<file path="src/common/port_pin_map.svh">
// Purpose: offsets, field positions, masks and reset values of port slice
// Assumes: byte addresses on a 32-bit AXI4-Lite bus, one word per register
// Notes: registers are 8 bits wide in the low byte lane
`ifndef PORT_PIN_MAP_SVH
`define PORT_PIN_MAP_SVH

// =====================================================================
// Register byte offsets
`define OFS_E_DIR 8'h00
`define OFS_E_LATCH 8'h04
`define OFS_E_ANALOG 8'h08
`define OFS_E_INPUT 8'h0C
`define OFS_B_ANALOG 8'h10
`define OFS_C_ANALOG 8'h14
`define OFS_CFG3H 8'h18
`define OFS_CFG4L 8'h1C
`define OFS_B_INPUT 8'h20
`define OFS_C_INPUT 8'h24

// =====================================================================
// Field positions
`define CFG3H_RST_PIN_EN_BIT 7
`define CFG3H_UNIT3_SEL_BIT 2
`define CFG4L_LV_PROG_BIT 2

// =====================================================================
// Implemented-bit masks
`define MASK_E_CTRL 8'h07
`define MASK_B_ANALOG 8'h3F
`define MASK_C_ANALOG 8'hFC
`define MASK_CFG3H 8'h84
`define MASK_CFG4L 8'h04

// =====================================================================
// Reset values
`define RST_E_DIR 8'h07
`define RST_E_LATCH 8'h00
`define RST_E_ANALOG 8'h07
`define RST_B_ANALOG 8'h3F
`define RST_C_ANALOG 8'hFC
`define RST_CFG3H 8'h84
`define RST_CFG4L 8'h04

// =====================================================================
// Synchroniser reset levels: pin 3 rests high, the reset pin's idle level
`define RST_PIN_SYNC 16'h0008

`endif

</file>
<file path="src/common/port_pin_pkg.sv">
// Purpose: shared types of the port slice
// Assumes: nothing beyond SystemVerilog packages
// Notes: constants live in port_pin_map.svh
package port_pin_pkg;

  // =====================================================================
  // Bus answer codes
  typedef enum logic [1:0] {
    RESP_OKAY = 2'h0,
    RESP_SLVERR = 2'h2
  } resp_type;

  // =====================================================================
  // Source of the pin 0 output driver
  typedef enum logic [2:0] {
    SRC_LATCH = 3'h1,
    SRC_PWM = 3'h2,
    SRC_CCP = 3'h4
  } pin0_src_type;

  typedef logic [7:0] reg8_type;

endpackage

</file>
<file path="src/hdl/port_pin_analog_select_mux.sv">
// Purpose: port E pin muxing, analog select gating and config bits
// Assumes: peripheral outputs arrive on clk; pins are asynchronous
// Notes: all pin-side outputs are registered, one cycle of latency
//
// Register access over AXI4-Lite and the address map were chosen for this implementation.
`timescale 1ns/1ps
`include "port_pin_map.svh"
module port_pin_analog_select_mux #(
  parameter int ADDR_W = 8
) (
  input wire logic clk,
  input wire logic srst,
  input wire logic [ADDR_W-1:0] awaddr,
  input wire logic awvalid,
  output logic awready,
  input wire logic [31:0] wdata,
  input wire logic [3:0] wstrb,
  input wire logic wvalid,
  output logic wready,
  output logic [1:0] bresp,
  output logic bvalid,
  input wire logic bready,
  input wire logic [ADDR_W-1:0] araddr,
  input wire logic arvalid,
  output logic arready,
  output logic [31:0] rdata,
  output logic [1:0] rresp,
  output logic rvalid,
  input wire logic rready,
  input wire logic [2:0] portEPinIn,
  output logic [2:0] portEPinOut,
  output logic [2:0] portEPinOeN,
  input wire logic portEPin3In,
  input wire logic [5:0] portBPinIn,
  input wire logic [7:2] portCPinIn,
  output logic [2:0] portEDigEn,
  output logic [5:0] portBDigEn,
  output logic [7:2] portCDigEn,
  input wire logic hvProgMode,
  input wire logic pwm3Active,
  input wire logic pwm3OutA,
  input wire logic pwm3OutB,
  input wire logic capComp3Active,
  input wire logic capComp3CompareOut,
  input wire logic capComp5Active,
  input wire logic capComp5CompareOut,
  output logic capComp3CaptureIn,
  output logic capComp5CaptureIn,
  output logic unit3AltRoute,
  output logic masterClearReq,
  output logic lowVoltProgEnable
);

  // Elaboration stops on an address too narrow for the register map
  if (ADDR_W < 6 || ADDR_W > 32) begin : gBadAddrW
    $error("ADDR_W must lie between 6 and 32");
  end

  // =====================================================================
  // Register file state
  port_pin_pkg::reg8_type portEDir_reg;
  port_pin_pkg::reg8_type portELatch_reg;
  port_pin_pkg::reg8_type portEAnalog_reg;
  port_pin_pkg::reg8_type port_b_analog_select_reg;
  port_pin_pkg::reg8_type portCAnalog_reg;
  port_pin_pkg::reg8_type config_byte3_high;
  port_pin_pkg::reg8_type config_byte4_low;
  logic [3:0] port_e_input_reg;
  logic [5:0] portBInput_reg;
  logic [7:0] portCInput_reg;

  // Bus front end wires
  logic regWr;
  logic [ADDR_W-1:0] wrAddr;
  logic [31:0] wrData;
  logic [3:0] wrStrb;
  logic wrHit;
  logic [ADDR_W-1:0] rdAddr;
  logic [31:0] rdData;
  logic rdHit;

  // Synchronised pins
  logic [15:0] syncIn;
  logic [15:0] syncOut;
  logic [2:0] portESync;
  logic port_e_pin3;
  logic [5:0] port_b_pin;
  logic [7:2] portCSync;

  // Register match on word address, used by both read and write decode
  function automatic logic isReg(input logic [ADDR_W-1:0] a,
                                 input logic [7:0] ofs);
    isReg = (a[ADDR_W-1:2] == (ADDR_W-2)'(ofs[7:2]));
  endfunction

  axil_reg_slave #(
    .ADDR_W(ADDR_W)
  ) uBus (
    .clk(clk),
    .srst(srst),
    .awaddr(awaddr),
    .awvalid(awvalid),
    .awready(awready),
    .wdata(wdata),
    .wstrb(wstrb),
    .wvalid(wvalid),
    .wready(wready),
    .bresp(bresp),
    .bvalid(bvalid),
    .bready(bready),
    .araddr(araddr),
    .arvalid(arvalid),
    .arready(arready),
    .rdata(rdata),
    .rresp(rresp),
    .rvalid(rvalid),
    .rready(rready),
    .regWr(regWr),
    .wrAddr(wrAddr),
    .wrData(wrData),
    .wrStrb(wrStrb),
    .wrHit(wrHit),
    .rdAddr(rdAddr),
    .rdData(rdData),
    .rdHit(rdHit)
  );

  // =====================================================================
  // Pin synchronisers: every pin input crosses in one bundle
  assign syncIn = {portCPinIn, portBPinIn, portEPin3In, portEPinIn};

  // Pin 3 resets high: a low idle would raise a clear request at reset
  pin_input_sync #(
    .WIDTH(16),
    .IDLE(`RST_PIN_SYNC)
  ) uSync (
    .clk(clk),
    .srst(srst),
    .pinIn(syncIn),
    .pinOut(syncOut)
  );

  assign portESync = syncOut[2:0];
  assign port_e_pin3 = syncOut[3];
  assign port_b_pin = syncOut[9:4];
  assign portCSync = syncOut[15:10];

  // =====================================================================
  // Write decode; only byte lane 0 carries register data
  logic lane0;
  logic wrEDir;
  logic wrELatch;
  logic wrEAnalog;
  logic wrBAnalog;
  logic wrCAnalog;
  logic wrCfg3h;
  logic wrCfg4l;
  logic wrROnly;

  assign lane0 = regWr && wrStrb[0];
  assign wrEDir = lane0 && isReg(wrAddr, `OFS_E_DIR);
  assign wrELatch = lane0 && isReg(wrAddr, `OFS_E_LATCH);
  assign wrEAnalog = lane0 && isReg(wrAddr, `OFS_E_ANALOG);
  assign wrBAnalog = lane0 && isReg(wrAddr, `OFS_B_ANALOG);
  assign wrCAnalog = lane0 && isReg(wrAddr, `OFS_C_ANALOG);
  assign wrCfg3h = lane0 && isReg(wrAddr, `OFS_CFG3H);
  assign wrCfg4l = lane0 && hvProgMode && isReg(wrAddr, `OFS_CFG4L);
  // Input registers accept the write harmlessly
  assign wrROnly = isReg(wrAddr, `OFS_E_INPUT) ||
                   isReg(wrAddr, `OFS_B_INPUT) ||
                   isReg(wrAddr, `OFS_C_INPUT);
  assign wrHit = isReg(wrAddr, `OFS_E_DIR) ||
                 isReg(wrAddr, `OFS_E_LATCH) ||
                 isReg(wrAddr, `OFS_E_ANALOG) ||
                 isReg(wrAddr, `OFS_B_ANALOG) ||
                 isReg(wrAddr, `OFS_C_ANALOG) ||
                 isReg(wrAddr, `OFS_CFG3H) ||
                 isReg(wrAddr, `OFS_CFG4L) || wrROnly;

  // =====================================================================
  // Control registers; masks keep unimplemented bits at zero
  always_ff @(posedge clk) begin
    if (srst) begin
      portEDir_reg <= `RST_E_DIR;
      portELatch_reg <= `RST_E_LATCH;
      portEAnalog_reg <= `RST_E_ANALOG;
      port_b_analog_select_reg <= `RST_B_ANALOG;
      portCAnalog_reg <= `RST_C_ANALOG;
      config_byte3_high <= `RST_CFG3H;
      config_byte4_low <= `RST_CFG4L;
    end else begin
      if (wrEDir) begin
        portEDir_reg <= wrData[7:0] & `MASK_E_CTRL;
      end
      if (wrELatch) begin
        portELatch_reg <= wrData[7:0] & `MASK_E_CTRL;
      end
      if (wrEAnalog) begin
        portEAnalog_reg <= wrData[7:0] & `MASK_E_CTRL;
      end
      if (wrBAnalog) begin
        port_b_analog_select_reg <= wrData[7:0] & `MASK_B_ANALOG;
      end
      if (wrCAnalog) begin
        portCAnalog_reg <= wrData[7:0] & `MASK_C_ANALOG;
      end
      if (wrCfg3h) begin
        config_byte3_high <= wrData[7:0] & `MASK_CFG3H;
      end
      if (wrCfg4l) begin
        config_byte4_low <= wrData[7:0] & `MASK_CFG4L;
      end
    end
  end

  // =====================================================================
  // Named control fields
  logic [2:0] dirBit;
  logic [2:0] analogBit;
  logic [5:0] port_b_analog_bit;
  logic [7:2] port_c_analog_bit;
  logic reset_pin_enable;
  logic unit3_pin_select;
  logic [2:0] eDigIn;

  assign dirBit = portEDir_reg[2:0];
  assign analogBit = portEAnalog_reg[2:0];
  assign port_b_analog_bit = port_b_analog_select_reg[5:0];
  assign port_c_analog_bit = portCAnalog_reg[7:2];
  assign reset_pin_enable = config_byte3_high[`CFG3H_RST_PIN_EN_BIT];
  assign unit3_pin_select = config_byte3_high[`CFG3H_UNIT3_SEL_BIT];
  // digital input only when input and not analog
  assign eDigIn = dirBit & ~analogBit;

  // =====================================================================
  // Input registers; disabled buffers read as zero
  always_ff @(posedge clk) begin
    if (srst) begin
      port_e_input_reg <= 4'h0;
      portBInput_reg <= 6'h00;
      portCInput_reg <= 8'h00;
    end else begin
      port_e_input_reg[2:0] <= portESync & eDigIn;
      port_e_input_reg[3] <= port_e_pin3 & ~reset_pin_enable;
      portBInput_reg <= port_b_pin & ~port_b_analog_bit;
      portCInput_reg <= {portCSync & ~port_c_analog_bit, 2'h0};
    end
  end

  // =====================================================================
  // Pin 0 driver source; PWM beats compare if both engines claim it
  port_pin_pkg::pin0_src_type pin0Src;
  logic unit3Here;
  logic pin0Drive;
  logic pin1Drive;
  logic pin2Drive;

  // pin 0 only with select clear
  assign unit3Here = !unit3_pin_select;
  assign pin0Src = (unit3Here && pwm3Active && !analogBit[0]) ?
                   port_pin_pkg::SRC_PWM :
                   (unit3Here && capComp3Active) ? port_pin_pkg::SRC_CCP :
                   port_pin_pkg::SRC_LATCH;

  always_comb begin
    unique case (pin0Src)
      port_pin_pkg::SRC_PWM: pin0Drive = pwm3OutA;
      port_pin_pkg::SRC_CCP: pin0Drive = capComp3CompareOut;
      port_pin_pkg::SRC_LATCH: pin0Drive = portELatch_reg[0];
    endcase
  end

  assign pin1Drive = (pwm3Active && !analogBit[1]) ? pwm3OutB :
                     portELatch_reg[1];
  assign pin2Drive = capComp5Active ? capComp5CompareOut : portELatch_reg[2];

  // =====================================================================
  // Registered pin drivers; enable low means the pin is driven
  always_ff @(posedge clk) begin
    if (srst) begin
      portEPinOut <= 3'h0;
      portEPinOeN <= 3'h7;
    end else begin
      portEPinOut <= {pin2Drive, pin1Drive, pin0Drive};
      portEPinOeN <= dirBit;
    end
  end

  // =====================================================================
  // Peripheral inputs, buffer enables and config outputs
  always_ff @(posedge clk) begin
    if (srst) begin
      capComp3CaptureIn <= 1'b0;
      capComp5CaptureIn <= 1'b0;
      unit3AltRoute <= 1'b0;
      masterClearReq <= 1'b0;
      lowVoltProgEnable <= 1'b0;
      portEDigEn <= 3'h0;
      portBDigEn <= 6'h00;
      portCDigEn <= 6'h00;
    end else begin
      capComp3CaptureIn <= unit3Here && eDigIn[0] && portESync[0];
      capComp5CaptureIn <= eDigIn[2] && portESync[2];
      unit3AltRoute <= unit3_pin_select;
      masterClearReq <= reset_pin_enable && !port_e_pin3;
      lowVoltProgEnable <= config_byte4_low[`CFG4L_LV_PROG_BIT];
      portEDigEn <= ~analogBit;
      portBDigEn <= ~port_b_analog_bit;
      portCDigEn <= ~port_c_analog_bit;
    end
  end

  // =====================================================================
  // Read mux; unmapped words read zero with an error answer
  logic [7:0] rdByte;

  assign rdByte =
    isReg(rdAddr, `OFS_E_DIR) ? portEDir_reg :
    isReg(rdAddr, `OFS_E_LATCH) ? portELatch_reg :
    isReg(rdAddr, `OFS_E_ANALOG) ? portEAnalog_reg :
    isReg(rdAddr, `OFS_E_INPUT) ? {4'h0, port_e_input_reg} :
    isReg(rdAddr, `OFS_B_ANALOG) ? port_b_analog_select_reg :
    isReg(rdAddr, `OFS_C_ANALOG) ? portCAnalog_reg :
    isReg(rdAddr, `OFS_CFG3H) ? config_byte3_high :
    isReg(rdAddr, `OFS_CFG4L) ? config_byte4_low :
    isReg(rdAddr, `OFS_B_INPUT) ? {2'h0, portBInput_reg} :
    isReg(rdAddr, `OFS_C_INPUT) ? portCInput_reg : 8'h00;

  assign rdHit = isReg(rdAddr, `OFS_E_DIR) ||
                 isReg(rdAddr, `OFS_E_LATCH) ||
                 isReg(rdAddr, `OFS_E_ANALOG) ||
                 isReg(rdAddr, `OFS_E_INPUT) ||
                 isReg(rdAddr, `OFS_B_ANALOG) ||
                 isReg(rdAddr, `OFS_C_ANALOG) ||
                 isReg(rdAddr, `OFS_CFG3H) ||
                 isReg(rdAddr, `OFS_CFG4L) ||
                 isReg(rdAddr, `OFS_B_INPUT) ||
                 isReg(rdAddr, `OFS_C_INPUT);
  assign rdData = {24'h000000, rdByte};

endmodule

</file>
<file path="src/hdl/pin_input_sync.sv">
// Purpose: three-flop synchroniser with agreement filter for pin inputs
// Assumes: inputs asynchronous to clk
// Notes: output moves only when stages two and three agree
`timescale 1ns/1ps
module pin_input_sync #(
  parameter int WIDTH = 16,
  parameter logic [WIDTH-1:0] IDLE = '0
) (
  input wire logic clk,
  input wire logic srst,
  input wire logic [WIDTH-1:0] pinIn,
  output logic [WIDTH-1:0] pinOut
);

  logic [WIDTH-1:0] stage1_reg;
  logic [WIDTH-1:0] stage2_reg;
  logic [WIDTH-1:0] stage3_reg;

  // Elaboration stops on an empty bundle
  if (WIDTH < 1) begin : gBadWidth
    $error("pin_input_sync needs WIDTH of at least 1");
  end

  // =====================================================================
  // Stage one feeds only stage two, so metastability stays contained
  always_ff @(posedge clk) begin
    if (srst) begin
      // Idle levels, so no false edge follows reset
      stage1_reg <= IDLE;
      stage2_reg <= IDLE;
      stage3_reg <= IDLE;
    end else begin
      stage1_reg <= pinIn;
      stage2_reg <= stage1_reg;
      stage3_reg <= stage2_reg;
    end
  end

  // Per bit: take the new level only once two stages agree
  genvar i;
  generate
    for (i = 0; i < WIDTH; i++) begin : gBit
      always_ff @(posedge clk) begin
        if (srst) begin
          pinOut[i] <= IDLE[i];
        end else if (stage2_reg[i] == stage3_reg[i]) begin
          pinOut[i] <= stage3_reg[i];
        end
      end
    end
  endgenerate

endmodule

</file>
<file path="src/hdl/axil_reg_slave.sv">
// Purpose: AXI4-Lite slave front end, one write and one read at a time
// Assumes: register file answers rdData and hits combinationally
// Notes: write pulse one cycle after both channels are held
`timescale 1ns/1ps
module axil_reg_slave #(
  parameter int ADDR_W = 8
) (
  input wire logic clk,
  input wire logic srst,
  input wire logic [ADDR_W-1:0] awaddr,
  input wire logic awvalid,
  output logic awready,
  input wire logic [31:0] wdata,
  input wire logic [3:0] wstrb,
  input wire logic wvalid,
  output logic wready,
  output logic [1:0] bresp,
  output logic bvalid,
  input wire logic bready,
  input wire logic [ADDR_W-1:0] araddr,
  input wire logic arvalid,
  output logic arready,
  output logic [31:0] rdata,
  output logic [1:0] rresp,
  output logic rvalid,
  input wire logic rready,
  output logic regWr,
  output logic [ADDR_W-1:0] wrAddr,
  output logic [31:0] wrData,
  output logic [3:0] wrStrb,
  input wire logic wrHit,
  output logic [ADDR_W-1:0] rdAddr,
  input wire logic [31:0] rdData,
  input wire logic rdHit
);

  logic rdStage_reg;

  // Both channels held and no answer pending: one write pulse
  assign regWr = !awready && !wready && !bvalid;

  // =====================================================================
  // Write address and data, taken in either order
  always_ff @(posedge clk) begin
    if (srst) begin
      awready <= 1'b1;
      wready <= 1'b1;
      bvalid <= 1'b0;
      bresp <= port_pin_pkg::RESP_OKAY;
      wrAddr <= '0;
      wrData <= '0;
      wrStrb <= '0;
    end else begin
      if (awvalid && awready) begin
        wrAddr <= awaddr;
        awready <= 1'b0;
      end
      if (wvalid && wready) begin
        wrData <= wdata;
        wrStrb <= wstrb;
        wready <= 1'b0;
      end
      if (regWr) begin
        bvalid <= 1'b1;
        bresp <= wrHit ? port_pin_pkg::RESP_OKAY : port_pin_pkg::RESP_SLVERR;
      end
      if (bvalid && bready) begin
        bvalid <= 1'b0;
        awready <= 1'b1;
        wready <= 1'b1;
      end
    end
  end

  // =====================================================================
  // Read: address captured, data sampled one cycle later
  always_ff @(posedge clk) begin
    if (srst) begin
      arready <= 1'b1;
      rvalid <= 1'b0;
      rdata <= '0;
      rresp <= port_pin_pkg::RESP_OKAY;
      rdAddr <= '0;
      rdStage_reg <= 1'b0;
    end else begin
      if (arvalid && arready) begin
        rdAddr <= araddr;
        arready <= 1'b0;
        rdStage_reg <= 1'b1;
      end
      if (rdStage_reg) begin
        rdStage_reg <= 1'b0;
        rvalid <= 1'b1;
        rdata <= rdData;
        rresp <= rdHit ? port_pin_pkg::RESP_OKAY : port_pin_pkg::RESP_SLVERR;
      end
      if (rvalid && rready) begin
        rvalid <= 1'b0;
        arready <= 1'b1;
      end
    end
  end

endmodule

</file>
<file path="config.mk">
export PLATFORM = sky130hd
export DESIGN_NAME = port_pin_analog_select_mux
export DESIGN_NICKNAME = d
export VERILOG_FILES = /design/src/common/port_pin_pkg.sv /design/src/hdl/port_pin_analog_select_mux.sv /design/src/hdl/pin_input_sync.sv /design/src/hdl/axil_reg_slave.sv
export VERILOG_INCLUDE_DIRS = /design/src /design/src/common
export SDC_FILE = /design/constraint.sdc
export NUM_CORES = 1
export LEC_CHECK = 0
export BUFFER_PORTS_ARGS = -buffer_cell sky130_fd_sc_hd__buf_2
export CAP_MARGIN = 20
export CORE_AREA = 4 4 108 110
export DETAILED_ROUTE_END_ITERATION = 7
export DIE_AREA = 0 0 112 114
export PLACE_DENSITY = 0.83
export RECOVER_POWER = 25
export SETUP_SLACK_MARGIN = 0.02
export SKIP_CTS_REPAIR_TIMING = 1
export SLEW_MARGIN = 40
export SYNTH_ARGS = -nofsm -noshare
export SYNTH_HDL_FRONTEND = slang
export SYNTH_SLANG_ARGS = --single-unit
</file>
<file path="constraint.sdc">
create_clock -name clk -period 3.95 [get_ports clk]
set_input_delay 0 -clock clk [delete_from_list [all_inputs] [get_ports clk]]
set_output_delay 0 -clock clk [all_outputs]
set_load 0.02 [all_outputs]
</file>
# == After elaboration in Yosys (flattened, before gate mapping) ==
# Index checks and enable logic that the tools add are counted.
# word_totals
reg_bits,175
elab_cells,171
in_bits,83
output_inout_bits,67
# op_classes
n_eq_ne,37
reduce_logical,54
mux,18
n_bitwise,9
# ops
op,n
$mux W8,10
$eq A6 B3 Y1 const B,8
$eq A6 B2 Y1 const B,4
$eq A6 B4 Y1 const B,4
$logic_and A1 B1 Y1,24
$logic_or A1 B1 Y1,18
$eq A1 B1 Y1,16
$and A6 B6 Y6,2
$eq A6 B1 Y1 const B,2
$logic_not A6 Y1,2
$not A6 Y6,2
$logic_not A1 Y1,7
$and A3 B3 Y3,2
$mux W3,2
$reduce_or A2 Y1,3
$mux W2,2
$eq A3 B1 Y1 const B,1
$eq A3 B2 Y1 const B,1
$eq A3 B3 Y1 const B,1
$mux W1,3
$not A3 Y3,1
$pmux W1 S3,1
$and A1 B1 Y1,1
$not A1 Y1,1

# == Depth between registers and ports, before layout ==
# logic_depth
ltp_word,11
mapped_depth,7
mapped_depth_nobuf,4

# == Hierarchy ==
# A second synthesis with hierarchy kept.
# hier_totals
hier_cells,799
hier_area_um2,8036.5
# by_module_without_submodules
module,seq_area_each_um2,cells_per_inst,area_each_um2,n_inst
axil_reg_slave,1841.8,373,3643.5,1
port_pin_analog_select_mux,1301.2,259,2541.2,1
pin_input_sync,1281.2,167,1851.8,1

# == Least setup slack after synthesis ==
# Ideal clock, no wire load.
# synth_timing
path_kind,reg-to-reg
start,register uBus.awready
end,register port_b_analog_select_reg[0]
arrival_ps,1509
stages_incl_launch_ff,7
setup_time_ps,130
setup_slack_ps,2312
required_ps,3820
cell_sequence,dfxtp_1 buf_6 nor4b_4 and4bb_1 buf_6 mux2i_1 nand2_1
# synth_between
elab_chain_cells,5
# synth_rtl
element,line_no,rtl
"start, declared",axil_reg_slave.sv:12,"output logic awready,"
"start signal, assigned",axil_reg_slave.sv:46,awready <= 1'b1;
"start signal, assigned",axil_reg_slave.sv:56,awready <= 1'b0;
"start signal, assigned",axil_reg_slave.sv:69,awready <= 1'b1;
$logic_not A1 Y1,axil_reg_slave.sv:40,assign regWr = !awready && !wready && !bvalid;
$logic_and A1 B1 Y1 (2 in a row),axil_reg_slave.sv:40,
$logic_and A1 B1 Y1,port_pin_analog_select_mux.sv:160,assign lane0 = regWr && wrStrb[0];
$logic_and A1 B1 Y1,port_pin_analog_select_mux.sv:164,"assign wrBAnalog = lane0 && isReg(wrAddr, `OFS_B_ANALOG);"
"end signal, assigned",port_pin_analog_select_mux.sv:187,port_b_analog_select_reg <= `RST_B_ANALOG;
"end signal, assigned",port_pin_analog_select_mux.sv:202,port_b_analog_select_reg <= wrData[7:0] & `MASK_B_ANALOG;
"end, declared",port_pin_analog_select_mux.sv:64,port_pin_pkg::reg8_type port_b_analog_select_reg;
# No other way between the ends.
# A chain may end at the register's enable or synchronous reset.

# == Final worst setup path ==
# layout_timing
start,register uBus.wready
end,register uBus.wrData[2]
# layout_between
elab_chain_cells,1
# layout_rtl
element,line_no,rtl
"start, declared",axil_reg_slave.sv:16,"output logic wready,"
"start signal, assigned",axil_reg_slave.sv:47,wready <= 1'b1;
"start signal, assigned",axil_reg_slave.sv:61,wready <= 1'b0;
"start signal, assigned",axil_reg_slave.sv:70,wready <= 1'b1;
$logic_and A1 B1 Y1,axil_reg_slave.sv:58,if (wvalid && wready) begin
"end signal, assigned",axil_reg_slave.sv:59,wrData <= wdata;
"end, declared",axil_reg_slave.sv:29,"output logic [31:0] wrData,"
# No other way between the ends.

==> metrics.md <==
| Metric | Value |
|---|---|
| Worst clock skew | 5.96 ps |
| Sequential cell area | 3320 µm² |
| Clock Path Buffers | 2 |
| Prevailing post-synth register cell | dfxtp_1 |
| First-pass GRT wire length | roughly 20000 µm |
| Mapped cell area | 5990 µm² |
| Routability cong. | around 0.84 |
| Cell Chain, Critical Path | nand3_1 > dlygate4sd3_1 > a21oi_1 > dlygate4sd3_1 |
| Simple-gate share of the synthesized area | 22.0% |
| Vias in the first global route | 4223 |
| Mux cell area share after synthesis | 5.80% |
| Area leader, netlist | dfxtp_1 |
| Critical path origin | uBus.wready$_SDFFE_PP1P_ |
| Avg WL per Cell | 15.5 µm |
| Critical Path Max Stage Delay | 720 ps |
| Synth cell types | 60 |
| Worst min path class | input port to flip-flop |
| FMAX | roughly 0.45 GHz |
| Initial antenna violation count | 0 |
| Area of the multi-input gates | 2370 µm² |
| Placed Area | 6380 µm² |
| Root Buffer | clkbuf_8 |
| Synth top area share | 55.4% |
| Sink Count | 166 |
| Sequential fraction of the synthesis area | 55.4% |
| Final Total Pwr | 3.61 mW |
| Slew Limit Fails | 0 |
| Crit path buf inv count | 2 |
| Slowest cell on crit path | dfxtp_1 |
| Die ar. | 12800 µm² |
| 1st-iter DRT viols | 385 |
| Num CTS Buffers | 17 |
| Fin. Hold Viols | 0 |
| Largest family of logic cells by synthesized area | simple AND/OR/NAND/NOR gates |
| Vias | slightly below 5k |
| TritonCTS clock tree | yes |
| Type of origin of the critical path | flip-flop |
| Final antenna-violating net count | 0 |
| Filler cell count | slightly above 700 |
| Final Setup Violations | 0 |
| Seq pwr share | 49.1% |
| Area delta synth->final | 29.6% |
| Row Count | 38 |
| Die Ht | 114 µm |
| Switching Fraction | 23.8% |
| Final period utilization | approximately 56% |
| Final nets | about 850 |
| Setup crit end kind | flip-flop |
| Adder-cell share of the synthesized area | 0% |
| Min Tclk post-route | 2220 ps |
| I/O pin count | 150 |
| Initial Util | 56.0% |
| Largest net degree at the start of global routing | 94 |
| Die width | 112 µm |
| Post-route worst setup slack | 1730 ps |
| Number of synthesized flops with an enable pin | 0 |
| Internal power | 2.75 mW |
| Slew @ Worst Pin | 763 ps |
| Switching Power | 0.860 mW |
| WL final | 14300 µm |
| Hpwl dp | 8490 µm |
| Setup WS pre-CTS | 1990 ps |
| Synth Area in XOR/XNOR | less than 1% |
| Peak VDD IR | 0.000311 V |
| Clock share of power | approximately 44% |
| Area contributors post-synth | dfxtp_1 55%, nor2b_1 5.6%, mux2i_1 4.7% |
| Status | completed |
| TritonRoute pass-1 iters | 7 |
| Required @ worst endpoint | 4430 ps |
| Synth Instances | 609 |
| HP Start | portCPinIn[2] |
| RSZ-0062 raised after global routing | false |
| IO Port Bufs | slightly above 90 |
| Most Frequent Cell on Critical Path | dlygate4sd3_1 |
| Crit path DAT | 2690 ps |
| Synth top cells by count | 166 x dfxtp_1, 66 x nand2_1, 54 x nor2b_1, 48 x a21oi_1 |
| FF+latch count, synth | 166 |
| Clk_lat worst skew | approximately 530 ps |
| Synth Area in Compound Gates | 9.96% |
| Vias per inst | 5.34 |
| Warnings, synthesis | 0 |
| # Max-Cap Violations | 0 |
| Clock slew at reported path FFs | 60 ps |
| DRC Markers | 0 |
| Reg2Reg Launch Point | uBus.wready$_SDFFE_PP1P_ |
| Critical path type | flip-flop to flip-flop |
| Leakage power | between 3 and 4 nW |
| GRT overflow | 0 |
| Placeable Area | 10700 µm² |
| Gr usage total | 19.8% |
| Top-count cell post-synth | dfxtp_1 |
| PwrDens | approximately 470 nW/µm² |
| Post-synth ARST share | 0% |
| Crit path max-delay family | buffers and inverters |
| Relative slew slack | 49.1% |
| H-Tree Depth | 4 |
| Setup TNS | 0 ps |
| Syn Area/Cell | 9.84 µm² |
| Share of layout cells above drive strength 1 | 17.5% |
| Max Fanout on Critical Path | 14 |
| Cell area after layout | 7770 µm² |
| Hold WS | around 200 ps |
| Comb pwr share | 7.3% |
==> cell families after synthesis <==
kind of cell | Yosys count
simple gates | 239
mux | 32
flops | 166
other cells | 1
compound gates | 100
buf+inv | 70
xor+xnor | 1
==> placed cells by master (no fill, tap or decap), types with 4 or more instances in the layout <==
| cell | count |
|---|---|
| conb_1 | 26 |
| nor2b_1 | 54 |
| nand2b_1 | 9 |
| a21oi_1 | 48 |
| o211a_1 | 4 |
| nor2_1 | 29 |
| nand4_1 | 6 |
| clkbuf_16 | 16 |
| nand3_1 | 27 |
| dfxtp_1 | 165 |
| inv_1 | 10 |
| dlygate4sd3_1 | 82 |
| and2_1 | 12 |
| clkbuf_1 | 6 |
| or2_2 | 6 |
| nand2_1 | 66 |
| o21ai_0 | 25 |
| mux2i_1 | 28 |
| nand4b_1 | 4 |
| buf_2 | 86 |
==> worst reg2reg max path, cell delays in order (launching register included) <==
cell	delay (ps)
dfxtp_1	720
nand3_1	140
dlygate4sd3_1	590
a21oi_1	140
dlygate4sd3_1	570
==> worst paths after layout <==
| kind | depth (start not counted) | slack [ps] | to |
|---|---|---|---|
| setup / recovery | 4 | 1730 | uBus.wrData[2]$_SDFFE_PP0P_ |
| hold / removal | 3 | 200 | uSync.stage1_reg[10]$_SDFF_PP0_ |
| setup reg to reg | 4 | 1730 | uBus.wrData[2]$_SDFFE_PP0P_ |
| hold reg to reg | 1 | 420 | uSync.stage2_reg[3]$_SDFF_PP1_ |
==> stage by stage <==
stage                     util [%]  instances
after floorplan                  -        634
after global placement        59.6        807
after detailed placement      59.6        807
after CTS                     64.9        839
after global routing          72.6        921
final                         72.6        922
==> cell type report <==
class	instances	share of cell area [%]
Sequential cell	166	42.8
Multi-Input combinational cell	398	30.5
Timing Repair Buffer	175	16.6
Clock buffer	18	5.38
Tap cell	140	2.25
Clock inverter	14	1.93
Inverter	10	0.483
Antenna cell	1	0.0322
==> layer usage <==
metal	up-vias	global-route usage (%)	routed length (µm)
li1	2339	-	-
met3	52	5.84	966
met5	-	0	0
met2	216	34.1	7230
met4	0	7.53	517
met1	2318	23.5	5610
==> power groups by stage <==
stage	combinational, mW	clock [mW]	sequential [mW]
after floorplan	0.170	0	1.79
after global placement	0.190	0	1.80
after detailed placement	0.195	0	1.81
after CTS	0.197	1.59	1.77
after global routing	0.289	1.67	1.78
final	0.264	1.58	1.77
(Power assumes the default switching activity.)
